--- config.mk ---
export PLATFORM = sky130hd
export DESIGN_NAME = plpb_top
export DESIGN_NICKNAME = d
export VERILOG_FILES = /design/src/common/plpb_pkg.sv /design/src/rtl/plpb_fifo.sv /design/src/rtl/plpb_top.sv
export VERILOG_INCLUDE_DIRS = /design/src /design/src/common
export SDC_FILE = /design/constraint.sdc
export NUM_CORES = 1
export LEC_CHECK = 0
export ABC_AREA = 1
export BUFFER_PORTS_ARGS = -buffer_cell sky130_fd_sc_hd__buf_2
export CAP_MARGIN = 20
export CORE_AREA = 2 2 162 164
export CTS_CLUSTER_DIAMETER = 40
export DETAILED_ROUTE_END_ITERATION = 10
export DIE_AREA = 0 0 164 166
export MAX_ROUTING_LAYER = met4
export PLACE_DENSITY = 0.81
export RECOVER_POWER = 50
export SETUP_SLACK_MARGIN = 0.05
export SLEW_MARGIN = 5
export SYNTH_ARGS = -nofsm -noshare
export SYNTH_HDL_FRONTEND = slang
export SYNTH_SLANG_ARGS = --single-unit
export TNS_END_PERCENT = 10
--- constraint.sdc ---
create_clock -name core_clk -period 3.19 [get_ports core_clk]
set_input_delay 0.1595 -clock core_clk [delete_from_list [all_inputs] [get_ports core_clk]]
set_output_delay 0.1595 -clock core_clk [all_outputs]
set_load 0.05 [all_outputs]
--- src/common/plpb_consts.svh ---
// Constants of the loopback, PRBS self-test and cable diagnostic block.
// Assumes inclusion by bare name; holds definitions only.
`ifndef PLPB_CONSTS_SVH
`define PLPB_CONSTS_SVH

// ----------------------------------------
// Register offsets
// ----------------------------------------
`define PLPB_ADDR_BMC 5'h00
`define PLPB_ADDR_GC1 5'h09
`define PLPB_ADDR_STC 5'h16
`define PLPB_ADDR_ERRC 5'h1b
`define PLPB_ADDR_PLEN 5'h1c
`define PLPB_ADDR_TDRS 5'h1d
`define PLPB_ADDR_TDRR 5'h1e
`define PLPB_ADDR_ALEN 5'h1f

// ----------------------------------------
// Field positions
// ----------------------------------------
`define PLPB_BMC_MAC_LOOP 14
`define PLPB_GC1_TDR_AUTO 8
`define PLPB_STC_PCS_IN 0
`define PLPB_STC_PCS_OUT 1
`define PLPB_STC_DIG 2
`define PLPB_STC_ANA 3
`define PLPB_STC_FAR 4
`define PLPB_STC_GEN_EN 5
`define PLPB_STC_LOOP_TX 6
`define PLPB_STC_LOCK 8
`define PLPB_STC_SYNC_LOST 9
`define PLPB_STC_BUSY 10
`define PLPB_STC_ONE_SIZE 12
`define PLPB_STC_ONE_GO 13
`define PLPB_STC_CNT_MODE 14
`define PLPB_TDRS_START 0
`define PLPB_TDRS_BUSY 1

// ----------------------------------------
// Reset values and fixed figures
// ----------------------------------------
`define PLPB_RST_CTRL 16'h0000
`define PLPB_RST_PLEN 16'h0040
`define PLPB_IPG_BYTES 11'h00c
`define PLPB_ONE_SHORT 11'h040
`define PLPB_ONE_LONG 11'h5ee
`define PLPB_ONE_DATA 8'h5a
`define PLPB_PRBS_SEED 15'h7fff
`define PLPB_LOCK_GOOD 4'hf
`define PLPB_LOSE_BAD 4'h8
`define PLPB_TDR_SLOTS 3'h5
`define PLPB_TDR_CROSS_SLOTS 3'h4

// ----------------------------------------
// Timing
// ----------------------------------------
`define PLPB_CLK_NS 5
`define PLPB_NIB_100_NS 40
`define PLPB_NIB_10_NS 400
`define PLPB_NIB_100_CYC (`PLPB_NIB_100_NS / `PLPB_CLK_NS)
`define PLPB_NIB_10_CYC (`PLPB_NIB_10_NS / `PLPB_CLK_NS)

`endif

--- src/common/plpb_pkg.sv ---
// Types used by the loopback and self-test block; its FIFO takes plain vectors.
// Assumes a SystemVerilog compiler; holds no logic.
package plpb_pkg;

  // One nibble slot of a data stream: frame enable and data
  typedef struct packed {
    logic en;
    logic [3:0] d;
  } plpb_nib_t;

  // Packet generator states
  typedef enum logic [2:0] {
    PLPB_GEN_IDLE = 3'b001,
    PLPB_GEN_DATA = 3'b010,
    PLPB_GEN_GAP = 3'b100
  } plpb_gen_state_t;

endpackage

--- src/rtl/plpb_fifo.sv ---
// Small synchronous FIFO with valid and ready on both sides.
// Assumes one clock and a synchronous active-low reset.
`timescale 1ns/1ps
module plpb_fifo #(
  parameter int WIDTH = 5,
  parameter int DEPTH = 8
) (
  input wire logic core_clk,
  input wire logic reset_n,
  input wire logic in_valid,
  output logic in_ready,
  input wire logic [WIDTH-1:0] in_data,
  output logic out_valid,
  input wire logic out_ready,
  output logic [WIDTH-1:0] out_data
);
  localparam int AW = $clog2(DEPTH);
  logic [WIDTH-1:0] mem [DEPTH];
  logic [AW-1:0] wr_ptr_reg;
  logic [AW-1:0] rd_ptr_reg;
  logic [AW:0] count_reg;
  wire push = in_valid && in_ready;
  wire pop = out_valid && out_ready;

  // Full and empty come from the count, so both flags are honest
  assign in_ready = (count_reg != (AW + 1)'(DEPTH));
  assign out_valid = (count_reg != '0);
  assign out_data = mem[rd_ptr_reg];

  // Pointers wrap by modulo, DEPTH is a power of two
  always_ff @(posedge core_clk) begin
    if (!reset_n) begin
      wr_ptr_reg <= '0;
      rd_ptr_reg <= '0;
      count_reg <= '0;
    end else begin
      if (push) wr_ptr_reg <= wr_ptr_reg + 1'b1;
      if (pop) rd_ptr_reg <= rd_ptr_reg + 1'b1;
      count_reg <= count_reg + (AW + 1)'(push) - (AW + 1)'(pop);
    end
  end

  // Storage has no reset; reads are guarded by out_valid
  always_ff @(posedge core_clk) begin
    if (push) mem[wr_ptr_reg] <= in_data;
  end
endmodule

--- src/rtl/plpb_top.sv ---
// Loopback selection, PRBS generator and checker, reflectometry capture and
// passive cable length capture, behind a small management register port.
// Assumes nibble-wide MAC and line streams synchronous to core_clk, and an
// analog front end that reports reflections and equaliser metrics as pulses.
`timescale 1ns/1ps
`include "plpb_consts.svh"
module plpb_top (
  input wire logic core_clk,
  input wire logic reset_n,
  // Management register port
  input wire logic [4:0] reg_addr,
  input wire logic [15:0] reg_wdata,
  input wire logic reg_wr,
  input wire logic reg_rd,
  output logic [15:0] reg_rdata,
  // Operating mode
  input wire logic speed_100,
  input wire logic rmii_mode,
  input wire logic aneg_on,
  input wire logic link_up,
  output logic link_ok,
  // MAC side
  input wire logic mac_tx_en,
  input wire logic [3:0] mac_txd,
  output logic mac_tx_ready,
  output logic mac_rx_dv,
  output logic [3:0] mac_rxd,
  // Line side
  input wire logic line_rx_dv,
  input wire logic [3:0] line_rxd,
  output logic line_tx_en,
  output logic [3:0] line_txd,
  input wire logic line_tx_ready,
  // Reflectometry front end
  output logic tdr_start,
  input wire logic tdr_done,
  input wire logic tdr_refl_valid,
  input wire logic tdr_refl_cross,
  input wire logic [11:0] tdr_refl_time,
  // Receive equaliser metric for length estimate
  input wire logic alen_valid,
  input wire logic [7:0] alen_metric
);

  // ----------------------------------------
  // Registers and state
  // ----------------------------------------
  logic [15:0] bmc_reg;
  logic [15:0] gc1_reg;
  logic [15:0] stc_reg;
  logic [15:0] errc_reg;
  logic [15:0] plen_reg;
  logic [7:0] alen_reg;
  logic [2:0] tdr_sel_reg;
  logic sync_lost_reg;
  logic lock_reg;
  logic [6:0] div_reg;
  logic nib_en_reg;
  plpb_pkg::plpb_nib_t stage_reg [4];
  plpb_pkg::plpb_gen_state_t gen_state_reg;
  logic [14:0] gen_lfsr_reg;
  logic [10:0] gen_cnt_reg;
  logic gen_half_reg;
  logic gen_one_reg;
  logic gen_long_reg;
  logic [14:0] chk_hist_reg;
  logic [3:0] good_cnt_reg;
  logic [3:0] bad_cnt_reg;
  logic chk_half_reg;
  logic chk_err_reg;
  logic link_d_reg;
  logic tdr_busy_reg;
  logic [2:0] tdr_cnt_reg;
  logic tdr_cross_reg;
  logic [11:0] tdr_cross_loc_reg;
  logic [11:0] tdr_time_mem [5];

  // ----------------------------------------
  // Register port decode
  // ----------------------------------------
  wire wr_bmc = reg_wr && (reg_addr == `PLPB_ADDR_BMC);
  wire wr_gc1 = reg_wr && (reg_addr == `PLPB_ADDR_GC1);
  wire wr_stc = reg_wr && (reg_addr == `PLPB_ADDR_STC);
  wire wr_plen = reg_wr && (reg_addr == `PLPB_ADDR_PLEN);
  wire wr_tdrs = reg_wr && (reg_addr == `PLPB_ADDR_TDRS);
  wire wr_tdrr = reg_wr && (reg_addr == `PLPB_ADDR_TDRR);
  wire rd_errc = reg_rd && (reg_addr == `PLPB_ADDR_ERRC);

  // ----------------------------------------
  // Loopback selection
  // ----------------------------------------
  // Each point is honoured only in the modes where it works
  wire forced_100 = speed_100 && !aneg_on;
  wire lb_mac = bmc_reg[`PLPB_BMC_MAC_LOOP] && !rmii_mode;
  wire lb_pin = stc_reg[`PLPB_STC_PCS_IN] && !aneg_on;
  wire lb_pout = stc_reg[`PLPB_STC_PCS_OUT] && forced_100;
  wire lb_dig = stc_reg[`PLPB_STC_DIG] && forced_100;
  wire lb_ana = stc_reg[`PLPB_STC_ANA] && (!aneg_on || !speed_100);
  wire lb_far = stc_reg[`PLPB_STC_FAR] && (!rmii_mode || !speed_100);
  wire lb_near = lb_pin || lb_pout || lb_dig || lb_ana;
  wire mac_loop_tx = stc_reg[`PLPB_STC_LOOP_TX] && speed_100;
  // Line transmit is muted for internal loops; MAC loop sends only when asked
  wire line_send = !lb_near && (!lb_mac || mac_loop_tx);

  // ----------------------------------------
  // Nibble rate divider
  // ----------------------------------------
  wire [6:0] div_last = speed_100 ? 7'(`PLPB_NIB_100_CYC - 1) : 7'(`PLPB_NIB_10_CYC - 1);
  always_ff @(posedge core_clk) begin
    if (!reset_n || div_reg >= div_last) begin
      div_reg <= '0;
    end else begin
      div_reg <= div_reg + 7'h01;
    end
  end
  always_ff @(posedge core_clk) begin
    if (!reset_n) nib_en_reg <= 1'b0;
    else nib_en_reg <= (div_reg == div_last);
  end

  // ----------------------------------------
  // PRBS step functions
  // ----------------------------------------
  // Generator: x^15 + x^14 + 1, four bits per nibble, LSB first
  function automatic logic [18:0] prbs_gen(input logic [14:0] s);
    logic [14:0] l;
    logic [3:0] n;
    l = s;
    n = '0;
    for (int i = 0; i < 4; i++) begin
      n[i] = l[14] ^ l[13];
      l = {l[13:0], n[i]};
    end
    return {l, n};
  endfunction

  // Checker is self-synchronising: it predicts each bit from received history
  function automatic logic [15:0] prbs_chk(input logic [14:0] h, input logic [3:0] n);
    logic [14:0] l;
    logic e;
    l = h;
    e = 1'b0;
    for (int i = 0; i < 4; i++) begin
      e = e | ((l[14] ^ l[13]) != n[i]);
      l = {l[13:0], n[i]};
    end
    return {e, l};
  endfunction

  // ----------------------------------------
  // Packet generator
  // ----------------------------------------
  logic fifo_in_ready;
  wire gen_step = nib_en_reg && fifo_in_ready;
  wire [18:0] gen_nx = prbs_gen(gen_lfsr_reg);
  wire gen_go = stc_reg[`PLPB_STC_GEN_EN] || gen_one_reg;
  // Single packet length and data are fixed; otherwise length comes from software
  wire [10:0] gen_len = gen_one_reg ? (gen_long_reg ? `PLPB_ONE_LONG : `PLPB_ONE_SHORT)
                                    : plen_reg[10:0];
  wire [7:0] one_byte = `PLPB_ONE_DATA;
  wire [3:0] one_nib = gen_half_reg ? one_byte[7:4] : one_byte[3:0];
  wire gen_active = (gen_state_reg == plpb_pkg::PLPB_GEN_DATA);
  wire gen_busy = (gen_state_reg != plpb_pkg::PLPB_GEN_IDLE);
  wire gen_byte_end = gen_half_reg && gen_step;
  wire gen_last = gen_byte_end && (gen_cnt_reg + 11'h001 >= gen_len);

  // Packets of PRBS data, or of fixed data for a single packet, each followed by an inter-packet gap
  always_ff @(posedge core_clk) begin
    if (!reset_n) begin
      gen_state_reg <= plpb_pkg::PLPB_GEN_IDLE;
      gen_cnt_reg <= '0;
      gen_half_reg <= 1'b0;
    end else begin
      unique case (gen_state_reg)
        plpb_pkg::PLPB_GEN_IDLE: begin
          gen_cnt_reg <= '0;
          gen_half_reg <= 1'b0;
          if (gen_go && gen_len != '0) gen_state_reg <= plpb_pkg::PLPB_GEN_DATA;
        end
        plpb_pkg::PLPB_GEN_DATA: begin
          if (gen_step) gen_half_reg <= !gen_half_reg;
          if (gen_byte_end) gen_cnt_reg <= gen_cnt_reg + 11'h001;
          if (gen_last) begin
            gen_cnt_reg <= '0;
            gen_state_reg <= plpb_pkg::PLPB_GEN_GAP;
          end
        end
        plpb_pkg::PLPB_GEN_GAP: begin
          if (gen_step) gen_half_reg <= !gen_half_reg;
          if (gen_byte_end) gen_cnt_reg <= gen_cnt_reg + 11'h001;
          if (gen_byte_end && gen_cnt_reg + 11'h001 >= `PLPB_IPG_BYTES) begin
            gen_state_reg <= plpb_pkg::PLPB_GEN_IDLE;
          end
        end
      endcase
    end
  end

  // Sequence runs on across packets so the stream is continuous
  always_ff @(posedge core_clk) begin
    if (!reset_n) gen_lfsr_reg <= `PLPB_PRBS_SEED;
    else if (gen_active && gen_step && !gen_one_reg) gen_lfsr_reg <= gen_nx[18:4];
  end

  // Single packet request is held until its gap ends
  always_ff @(posedge core_clk) begin
    if (!reset_n) begin
      gen_one_reg <= 1'b0;
      gen_long_reg <= 1'b0;
    end else if (wr_stc && reg_wdata[`PLPB_STC_ONE_GO] && !gen_busy) begin
      gen_one_reg <= 1'b1;
      gen_long_reg <= reg_wdata[`PLPB_STC_ONE_SIZE];
    end else if (gen_state_reg == plpb_pkg::PLPB_GEN_GAP && gen_byte_end
                 && gen_cnt_reg + 11'h001 >= `PLPB_IPG_BYTES) begin
      gen_one_reg <= 1'b0;
    end
  end

  // ----------------------------------------
  // Transmit path and near-end loop stages
  // ----------------------------------------
  plpb_pkg::plpb_nib_t tx_in;
  plpb_pkg::plpb_nib_t line_in;
  plpb_pkg::plpb_nib_t mac_in;
  plpb_pkg::plpb_nib_t gen_nib;
  assign line_in = '{en: line_rx_dv, d: line_rxd};
  assign mac_in = '{en: mac_tx_en, d: mac_txd};
  assign gen_nib = '{en: gen_active, d: gen_one_reg ? one_nib : gen_nx[3:0]};
  // Far-end loop ignores the MAC and returns the line stream
  assign tx_in = gen_busy ? gen_nib : (lb_far ? line_in : mac_in);

  // Each deeper loop point adds one nibble of delay
  for (genvar k = 0; k < 4; k++) begin : g_stage
    always_ff @(posedge core_clk) begin
      if (!reset_n) stage_reg[k] <= '0;
      else if (nib_en_reg) stage_reg[k] <= (k == 0) ? tx_in : stage_reg[(k == 0) ? 0 : k - 1];
    end
  end

  // ----------------------------------------
  // Receive path selection
  // ----------------------------------------
  plpb_pkg::plpb_nib_t near_tap;
  plpb_pkg::plpb_nib_t rx_path;
  assign near_tap = lb_pin ? stage_reg[0] : lb_pout ? stage_reg[1]
                  : lb_dig ? stage_reg[2] : stage_reg[3];
  assign rx_path = lb_mac ? mac_in : (lb_near ? near_tap : line_in);

  // Outputs toward the MAC and link indication
  always_ff @(posedge core_clk) begin
    if (!reset_n) begin
      mac_rx_dv <= 1'b0;
      mac_rxd <= '0;
      link_ok <= 1'b0;
    end else begin
      mac_rx_dv <= rx_path.en;
      mac_rxd <= rx_path.d;
      link_ok <= link_up && !lb_mac;
    end
  end

  // ----------------------------------------
  // Line transmit FIFO
  // ----------------------------------------
  plpb_pkg::plpb_nib_t fifo_in;
  plpb_pkg::plpb_nib_t fifo_out;
  logic fifo_out_valid;
  assign fifo_in = '{en: tx_in.en && line_send, d: tx_in.d};
  plpb_fifo #(.WIDTH(5), .DEPTH(8)) u_tx_fifo (
    .core_clk(core_clk),
    .reset_n(reset_n),
    .in_valid(nib_en_reg),
    .in_ready(fifo_in_ready),
    .in_data(fifo_in),
    .out_valid(fifo_out_valid),
    .out_ready(line_tx_ready),
    .out_data(fifo_out)
  );

  // Line outputs hold each nibble until the next one is drained
  always_ff @(posedge core_clk) begin
    if (!reset_n) begin
      line_tx_en <= 1'b0;
      line_txd <= '0;
      mac_tx_ready <= 1'b0;
    end else begin
      mac_tx_ready <= fifo_in_ready;
      if (fifo_out_valid && line_tx_ready) begin
        line_tx_en <= fifo_out.en;
        line_txd <= fifo_out.d;
      end
    end
  end

  // ----------------------------------------
  // PRBS checker
  // ----------------------------------------
  wire chk_step = nib_en_reg && rx_path.en;
  wire [15:0] chk_nx = prbs_chk(chk_hist_reg, rx_path.d);
  wire byte_bad = chk_half_reg && (chk_err_reg || chk_nx[15]);
  wire count_err = chk_step && lock_reg && byte_bad;
  wire err_max = (errc_reg == 16'hffff);
  wire err_hold = err_max && stc_reg[`PLPB_STC_CNT_MODE];
  wire lose_sync = chk_step && lock_reg && chk_nx[15] && (bad_cnt_reg == `PLPB_LOSE_BAD - 4'h1);

  // Lock after a run of good nibbles, lose it after a run of bad ones
  always_ff @(posedge core_clk) begin
    if (!reset_n) begin
      chk_hist_reg <= '0;
      good_cnt_reg <= '0;
      bad_cnt_reg <= '0;
      lock_reg <= 1'b0;
    end else if (chk_step) begin
      chk_hist_reg <= chk_nx[14:0];
      good_cnt_reg <= chk_nx[15] ? 4'h0 : good_cnt_reg + {3'h0, !(&good_cnt_reg)};
      bad_cnt_reg <= chk_nx[15] ? bad_cnt_reg + 4'h1 : 4'h0;
      if (!lock_reg && good_cnt_reg == `PLPB_LOCK_GOOD) lock_reg <= 1'b1;
      else if (lose_sync) lock_reg <= 1'b0;
    end
  end

  // Byte framing restarts with every received frame
  always_ff @(posedge core_clk) begin
    if (!reset_n || !rx_path.en) begin
      chk_half_reg <= 1'b0;
      chk_err_reg <= 1'b0;
    end else if (chk_step) begin
      chk_half_reg <= !chk_half_reg;
      chk_err_reg <= chk_half_reg ? 1'b0 : chk_nx[15];
    end
  end

  // Error byte counter clears on read; a new error in that cycle still counts
  always_ff @(posedge core_clk) begin
    if (!reset_n) errc_reg <= '0;
    else if (rd_errc) errc_reg <= {15'h0000, count_err};
    else if (count_err && !err_hold) errc_reg <= errc_reg + 16'h0001;
  end

  // Sync loss is sticky, cleared by a write of one; the set wins
  always_ff @(posedge core_clk) begin
    if (!reset_n) sync_lost_reg <= 1'b0;
    else if (lose_sync) sync_lost_reg <= 1'b1;
    else if (wr_stc && reg_wdata[`PLPB_STC_SYNC_LOST]) sync_lost_reg <= 1'b0;
  end

  // ----------------------------------------
  // Control registers
  // ----------------------------------------
  always_ff @(posedge core_clk) begin
    if (!reset_n) begin
      bmc_reg <= `PLPB_RST_CTRL;
      gc1_reg <= `PLPB_RST_CTRL;
      stc_reg <= `PLPB_RST_CTRL;
      plen_reg <= `PLPB_RST_PLEN;
      tdr_sel_reg <= '0;
    end else begin
      if (wr_bmc) bmc_reg <= reg_wdata;
      if (wr_gc1) gc1_reg <= reg_wdata;
      if (wr_stc) stc_reg <= reg_wdata & 16'h40ff; // Status and trigger bits not stored
      if (wr_plen) plen_reg <= reg_wdata;
      if (wr_tdrr) tdr_sel_reg <= reg_wdata[2:0];
    end
  end

  // ----------------------------------------
  // Reflectometry control and capture
  // ----------------------------------------
  wire link_fall = link_d_reg && !link_up;
  wire tdr_auto = link_fall && gc1_reg[`PLPB_GC1_TDR_AUTO];
  wire tdr_go = !tdr_busy_reg && (tdr_auto || (wr_tdrs && reg_wdata[`PLPB_TDRS_START]));
  wire [2:0] tdr_room = tdr_cross_reg ? `PLPB_TDR_CROSS_SLOTS : `PLPB_TDR_SLOTS;
  wire new_cross = tdr_busy_reg && tdr_refl_valid && tdr_refl_cross && !tdr_cross_reg;
  wire store_refl = tdr_busy_reg && tdr_refl_valid && !tdr_refl_cross
                    && (tdr_cnt_reg < tdr_room);

  always_ff @(posedge core_clk) begin
    if (!reset_n) begin
      link_d_reg <= 1'b0;
      tdr_start <= 1'b0;
      tdr_busy_reg <= 1'b0;
    end else begin
      link_d_reg <= link_up;
      tdr_start <= tdr_go;
      if (tdr_go) tdr_busy_reg <= 1'b1;
      else if (tdr_done) tdr_busy_reg <= 1'b0;
    end
  end

  // Earliest entries are kept; later ones past the room are dropped
  always_ff @(posedge core_clk) begin
    if (!reset_n) begin
      tdr_cnt_reg <= '0;
      tdr_cross_reg <= 1'b0;
      tdr_cross_loc_reg <= '0;
    end else if (tdr_go) begin
      tdr_cnt_reg <= '0;
      tdr_cross_reg <= 1'b0;
    end else begin
      if (store_refl) tdr_cnt_reg <= tdr_cnt_reg + 3'h1;
      if (new_cross) begin
        tdr_cross_reg <= 1'b1;
        tdr_cross_loc_reg <= tdr_refl_time;
        if (tdr_cnt_reg > `PLPB_TDR_CROSS_SLOTS) tdr_cnt_reg <= `PLPB_TDR_CROSS_SLOTS;
      end
    end
  end

  for (genvar j = 0; j < 5; j++) begin : g_tdr
    always_ff @(posedge core_clk) begin
      if (!reset_n) tdr_time_mem[j] <= '0;
      else if (store_refl && tdr_cnt_reg == 3'(j)) tdr_time_mem[j] <= tdr_refl_time;
    end
  end

  // ----------------------------------------
  // Passive cable length capture
  // ----------------------------------------
  always_ff @(posedge core_clk) begin
    if (!reset_n) alen_reg <= '0;
    else if (alen_valid && link_up) alen_reg <= alen_metric;
  end

  // ----------------------------------------
  // Read data
  // ----------------------------------------
  // Results stay readable during and after a run
  wire [11:0] tdr_pick = (tdr_sel_reg < 3'h5) ? tdr_time_mem[tdr_sel_reg]
                                              : tdr_cross_loc_reg;
  wire [15:0] stc_rd = {stc_reg[15:11], gen_busy, sync_lost_reg, lock_reg,
                        stc_reg[7:0]} & 16'h47ff;
  wire [15:0] tdrs_rd = {10'h000, tdr_cross_reg, tdr_cnt_reg, tdr_busy_reg, 1'b0};
  wire [15:0] rd_mux = (reg_addr == `PLPB_ADDR_BMC) ? bmc_reg
                     : (reg_addr == `PLPB_ADDR_GC1) ? gc1_reg
                     : (reg_addr == `PLPB_ADDR_STC) ? stc_rd
                     : (reg_addr == `PLPB_ADDR_ERRC) ? errc_reg
                     : (reg_addr == `PLPB_ADDR_PLEN) ? plen_reg
                     : (reg_addr == `PLPB_ADDR_TDRS) ? tdrs_rd
                     : (reg_addr == `PLPB_ADDR_TDRR) ? {1'b0, tdr_sel_reg, tdr_pick}
                     : (reg_addr == `PLPB_ADDR_ALEN) ? {8'h00, alen_reg}
                     : 16'h0000;

  always_ff @(posedge core_clk) begin
    if (!reset_n) reg_rdata <= '0;
    else if (reg_rd) reg_rdata <= rd_mux;
  end

endmodule

==> results.json <==
{
  "syn_area_per_cell_um2": 8.09,
  "fin_crit_sh_pct": 86.8,
  "max_slew.worst_pin.slew_ns": 1.56,
  "fin_skew_ns": 0.0238,
  "cp_cell_sequence": "clkinv_1 > a21oi_1 > ha_1 > nand2_1 > nand2_1 > nand2_1 > nand2_1 > nand2_1 > nand2_1 > nand2_1 > nand2_1 > nand2_1 > nand3_1 > nand2_1 > nand2_1 > nand2_1 > nand2_1 > nand2_1 > nand2_1 > nor2_1",
  "synth_area_um2": 15300,
  "worst_ep_arrival_time_ns": 3.23,
  "p_total_w": 0.0106,
  "gp_congestion": 0.953,
  "start_kind": "register",
  "rows": 59,
  "grt_pass1_wl_mm": 64.9,
  "ys_async_sr_fraction_pct": 0,
  "ys.flop_type": "dfxtp_1",
  "violations": "max-capacitance violations, max-slew violations",
  "synthCells": 1894,
  "final_antenna_net_count": 0,
  "fin_crit_ns": 2.77,
  "grtUsageTotal_pct": 30.5,
  "grt_antenna_before_repair": 0,
  "num_antenna_cells": 0,
  "power_leakage_nw": 7.11,
  "synth_area_leaders": "dfxtp_1, edfxtp_1, nor2_1, nand2_1, o21ai_0",
  "multi_input_area_um2": 6330,
  "fp.dieArea_um2": 27200,
  "htreeDepth": 2,
  "clock_latency_ns": 0.54,
  "fmax_mhz": 361,
  "cts-root-buf": "clkbuf_16",
  "final_common_cell": "nor2_1",
  "place_area_um2": 16000,
  "portBuffers": 92,
  "hold_viol": 0,
  "core_um2": 25600,
  "crit_type": "register to register",
  "ys_seq_area_share_pct": 51.1,
  "cp-end-kind": "register",
  "synthXorXnorAreaFrac_pct": 1.72,
  "yosysTopAreaCell": "dfxtp_1",
  "startpoint": "gen_one_reg",
  "slowest_stage": "dfxtp_1",
  "maxSlewViolCount": 37,
  "ff_latch_area_um2": 7830,
  "synth_top_family_by_area": "simple AND/OR/NAND/NOR gates",
  "synth_mux_area_share_pct": 0.0653,
  "status": "finished, violations left",
  "drt_drc_violations_left": 0,
  "start_util_pct": 59.8,
  "hp-start": "alen_metric[7]",
  "vias": 13600,
  "setup_viol": 0,
  "cpPeakStageDelay_ns": 0.59,
  "io_pins": 93,
  "nFillCells": 1945,
  "slew_headroom_pct": -3.76,
  "routed_wl_mm": 40.4,
  "critPathCapture": "gen_cnt_reg[9]",
  "rsz0062_at_grt": "false",
  "largest_register_ffs": 60,
  "synth_nets": 1989,
  "cts_made_buffers": 43,
  "ff2ff_path_depth": 20,
  "die_w_um": 164,
  "synth_edf_count": 120,
  "grt_pass1_vias": 13000,
  "die_h_um": 166,
  "drv_cap": 1,
  "crit_top_cell": "nand2_1",
  "power_density_nw_per_um2": 593,
  "required_ns": 3.65,
  "post_cts_resized": 0,
  "regToRegStartpoint": "gen_one_reg",
  "netlist-cell-type-count": 52,
  "critPathMaxFanout": 15,
  "reg2reg_to": "gen_cnt_reg[9]",
  "ys_seq_elements": 331,
  "hpwl_mm": 27.8,
  "cts_sinks": 331,
  "ir_worst_vdd_v": 0.000486,
  "clk_path_buf_depth": 3,
  "layout_common_cells": "nor2_1, nand2_1, dfxtp_1",
  "reg2reg_slack_ns": 0.42,
  "synth_top_cell_area_share_pct": 27.6,
  "layout-drive-gt1-share_pct": 9.98,
  "areaGrowthSynthToFinish_pct": 16.5,
  "synth_compound_area_share_pct": 15.0,
  "clkSlewWorstSetupHoldPaths_ns": 0.06,
  "synth_warnings": 0,
  "firstDrtPassIters": 6,
  "synth_adder_area_share_pct": 2.58,
  "design_area_um2": 17800,
  "drt-initial-drc-count": 1429,
  "grt_max_degree": 64,
  "overflow": 0,
  "finalNetCount": 2106,
  "wl_per_cell_um": 17.0,
  "fin_setup_tns_ns": 0,
  "via_per_inst": 5.70,
  "cts_tree": "done",
  "synth-simple-area-share_pct": 22.0,
  "hold_path.class": "input pin to register"
}
worst min-delay path by stage:
stage                              end  depth (start not counted)  slack, ns
after floorplan           tdr_busy_reg                          1       0.27
after global placement    tdr_busy_reg                          2       0.37
after detailed placement  tdr_busy_reg                          2       0.37
after CTS                  alen_reg[0]                          3      0.002
after global routing       alen_reg[7]                          3       0.02
final                      alen_reg[7]                          3       0.02
what timing repair did:
action / CTS / global route
hold endpoints to repair: 70 / 0
setup endpoints to repair: 0 / 0
setup buffers: 0 / 0
hold buffers: 38 / 0
where the power goes:
group	internal [W]	total, W	leakage (nW)	switching, W
combinational	0.000329	0.00108	3.48	0.000753
clock	0.00306	0.00490	0.740	0.00184
sequential	0.00452	0.00459	2.90	0.0000716
critical path: cells and delay by family, from the launching register on:
family | cells | cell delay [ns]
fa+ha+maj | 1 | 0.25
compound gates | 1 | 0.23
flops | 1 | 0.59
buf+inv | 1 | 0.35
simple gates | 17 | 1.28
stage by stage:
step	setup slack (ns)	std cells	util (%)	hold WS (ns)
2_1_floorplan	0.719	1894	-	0.273
3_3_place_gp	0.633	2263	62.6	0.373
3_5_place_dp	0.494	2263	62.6	0.369
4_1_cts	0.474	2380	69.9	0.00204
5_1_grt	0.109	2380	69.7	0.0156
6_report	0.420	2380	69.7	0.0150
synth_stat cells, drive strengths merged (24+ instances only):
| cell type | number |
|---|---|
| edfxtp | 120 |
| nand4 | 39 |
| nand3 | 81 |
| inv | 205 |
| ha | 30 |
| o21ai | 199 |
| a21oi | 169 |
| nor2 | 309 |
| nand2 | 319 |
| clkbuf | 70 |
| xor2 | 24 |
| dfxtp | 211 |
area by class of cell:
class | instances | share of cell area (%)
flip-flops and latches | 331 | 43.9
clock buffers | 57 | 7.08
repair buffers | 155 | 5.46
well taps | 335 | 2.35
inverters | 210 | 4.43
multi-input cells | 1270 | 35.5
clock inverters | 22 | 1.30
layer usage:
| metal | global-route usage (%) | vias up | wire [um] |
|---|---|---|---|
| met3 | 5.14 | 112 | 3370 |
| met1 | 38.0 | 6298 | 16300 |
| met2 | 49.7 | 621 | 19300 |
| met5 | - | - | 0 |
| li1 | - | 6542 | - |
| met4 | 12.2 | 0 | 1460 |
kinds of logic after synthesis:
kind of cell             count (synthesis)
XOR/XNOR                                30
adder cells (fa/ha/maj)                 31
buffers and inverters                  293
multiplexers                             1
AO/OA/AOI/OAI                          426
AND/OR/NAND/NOR                        782
flip-flops                             331
Note: power is estimated with default switching activity, not from simulation.
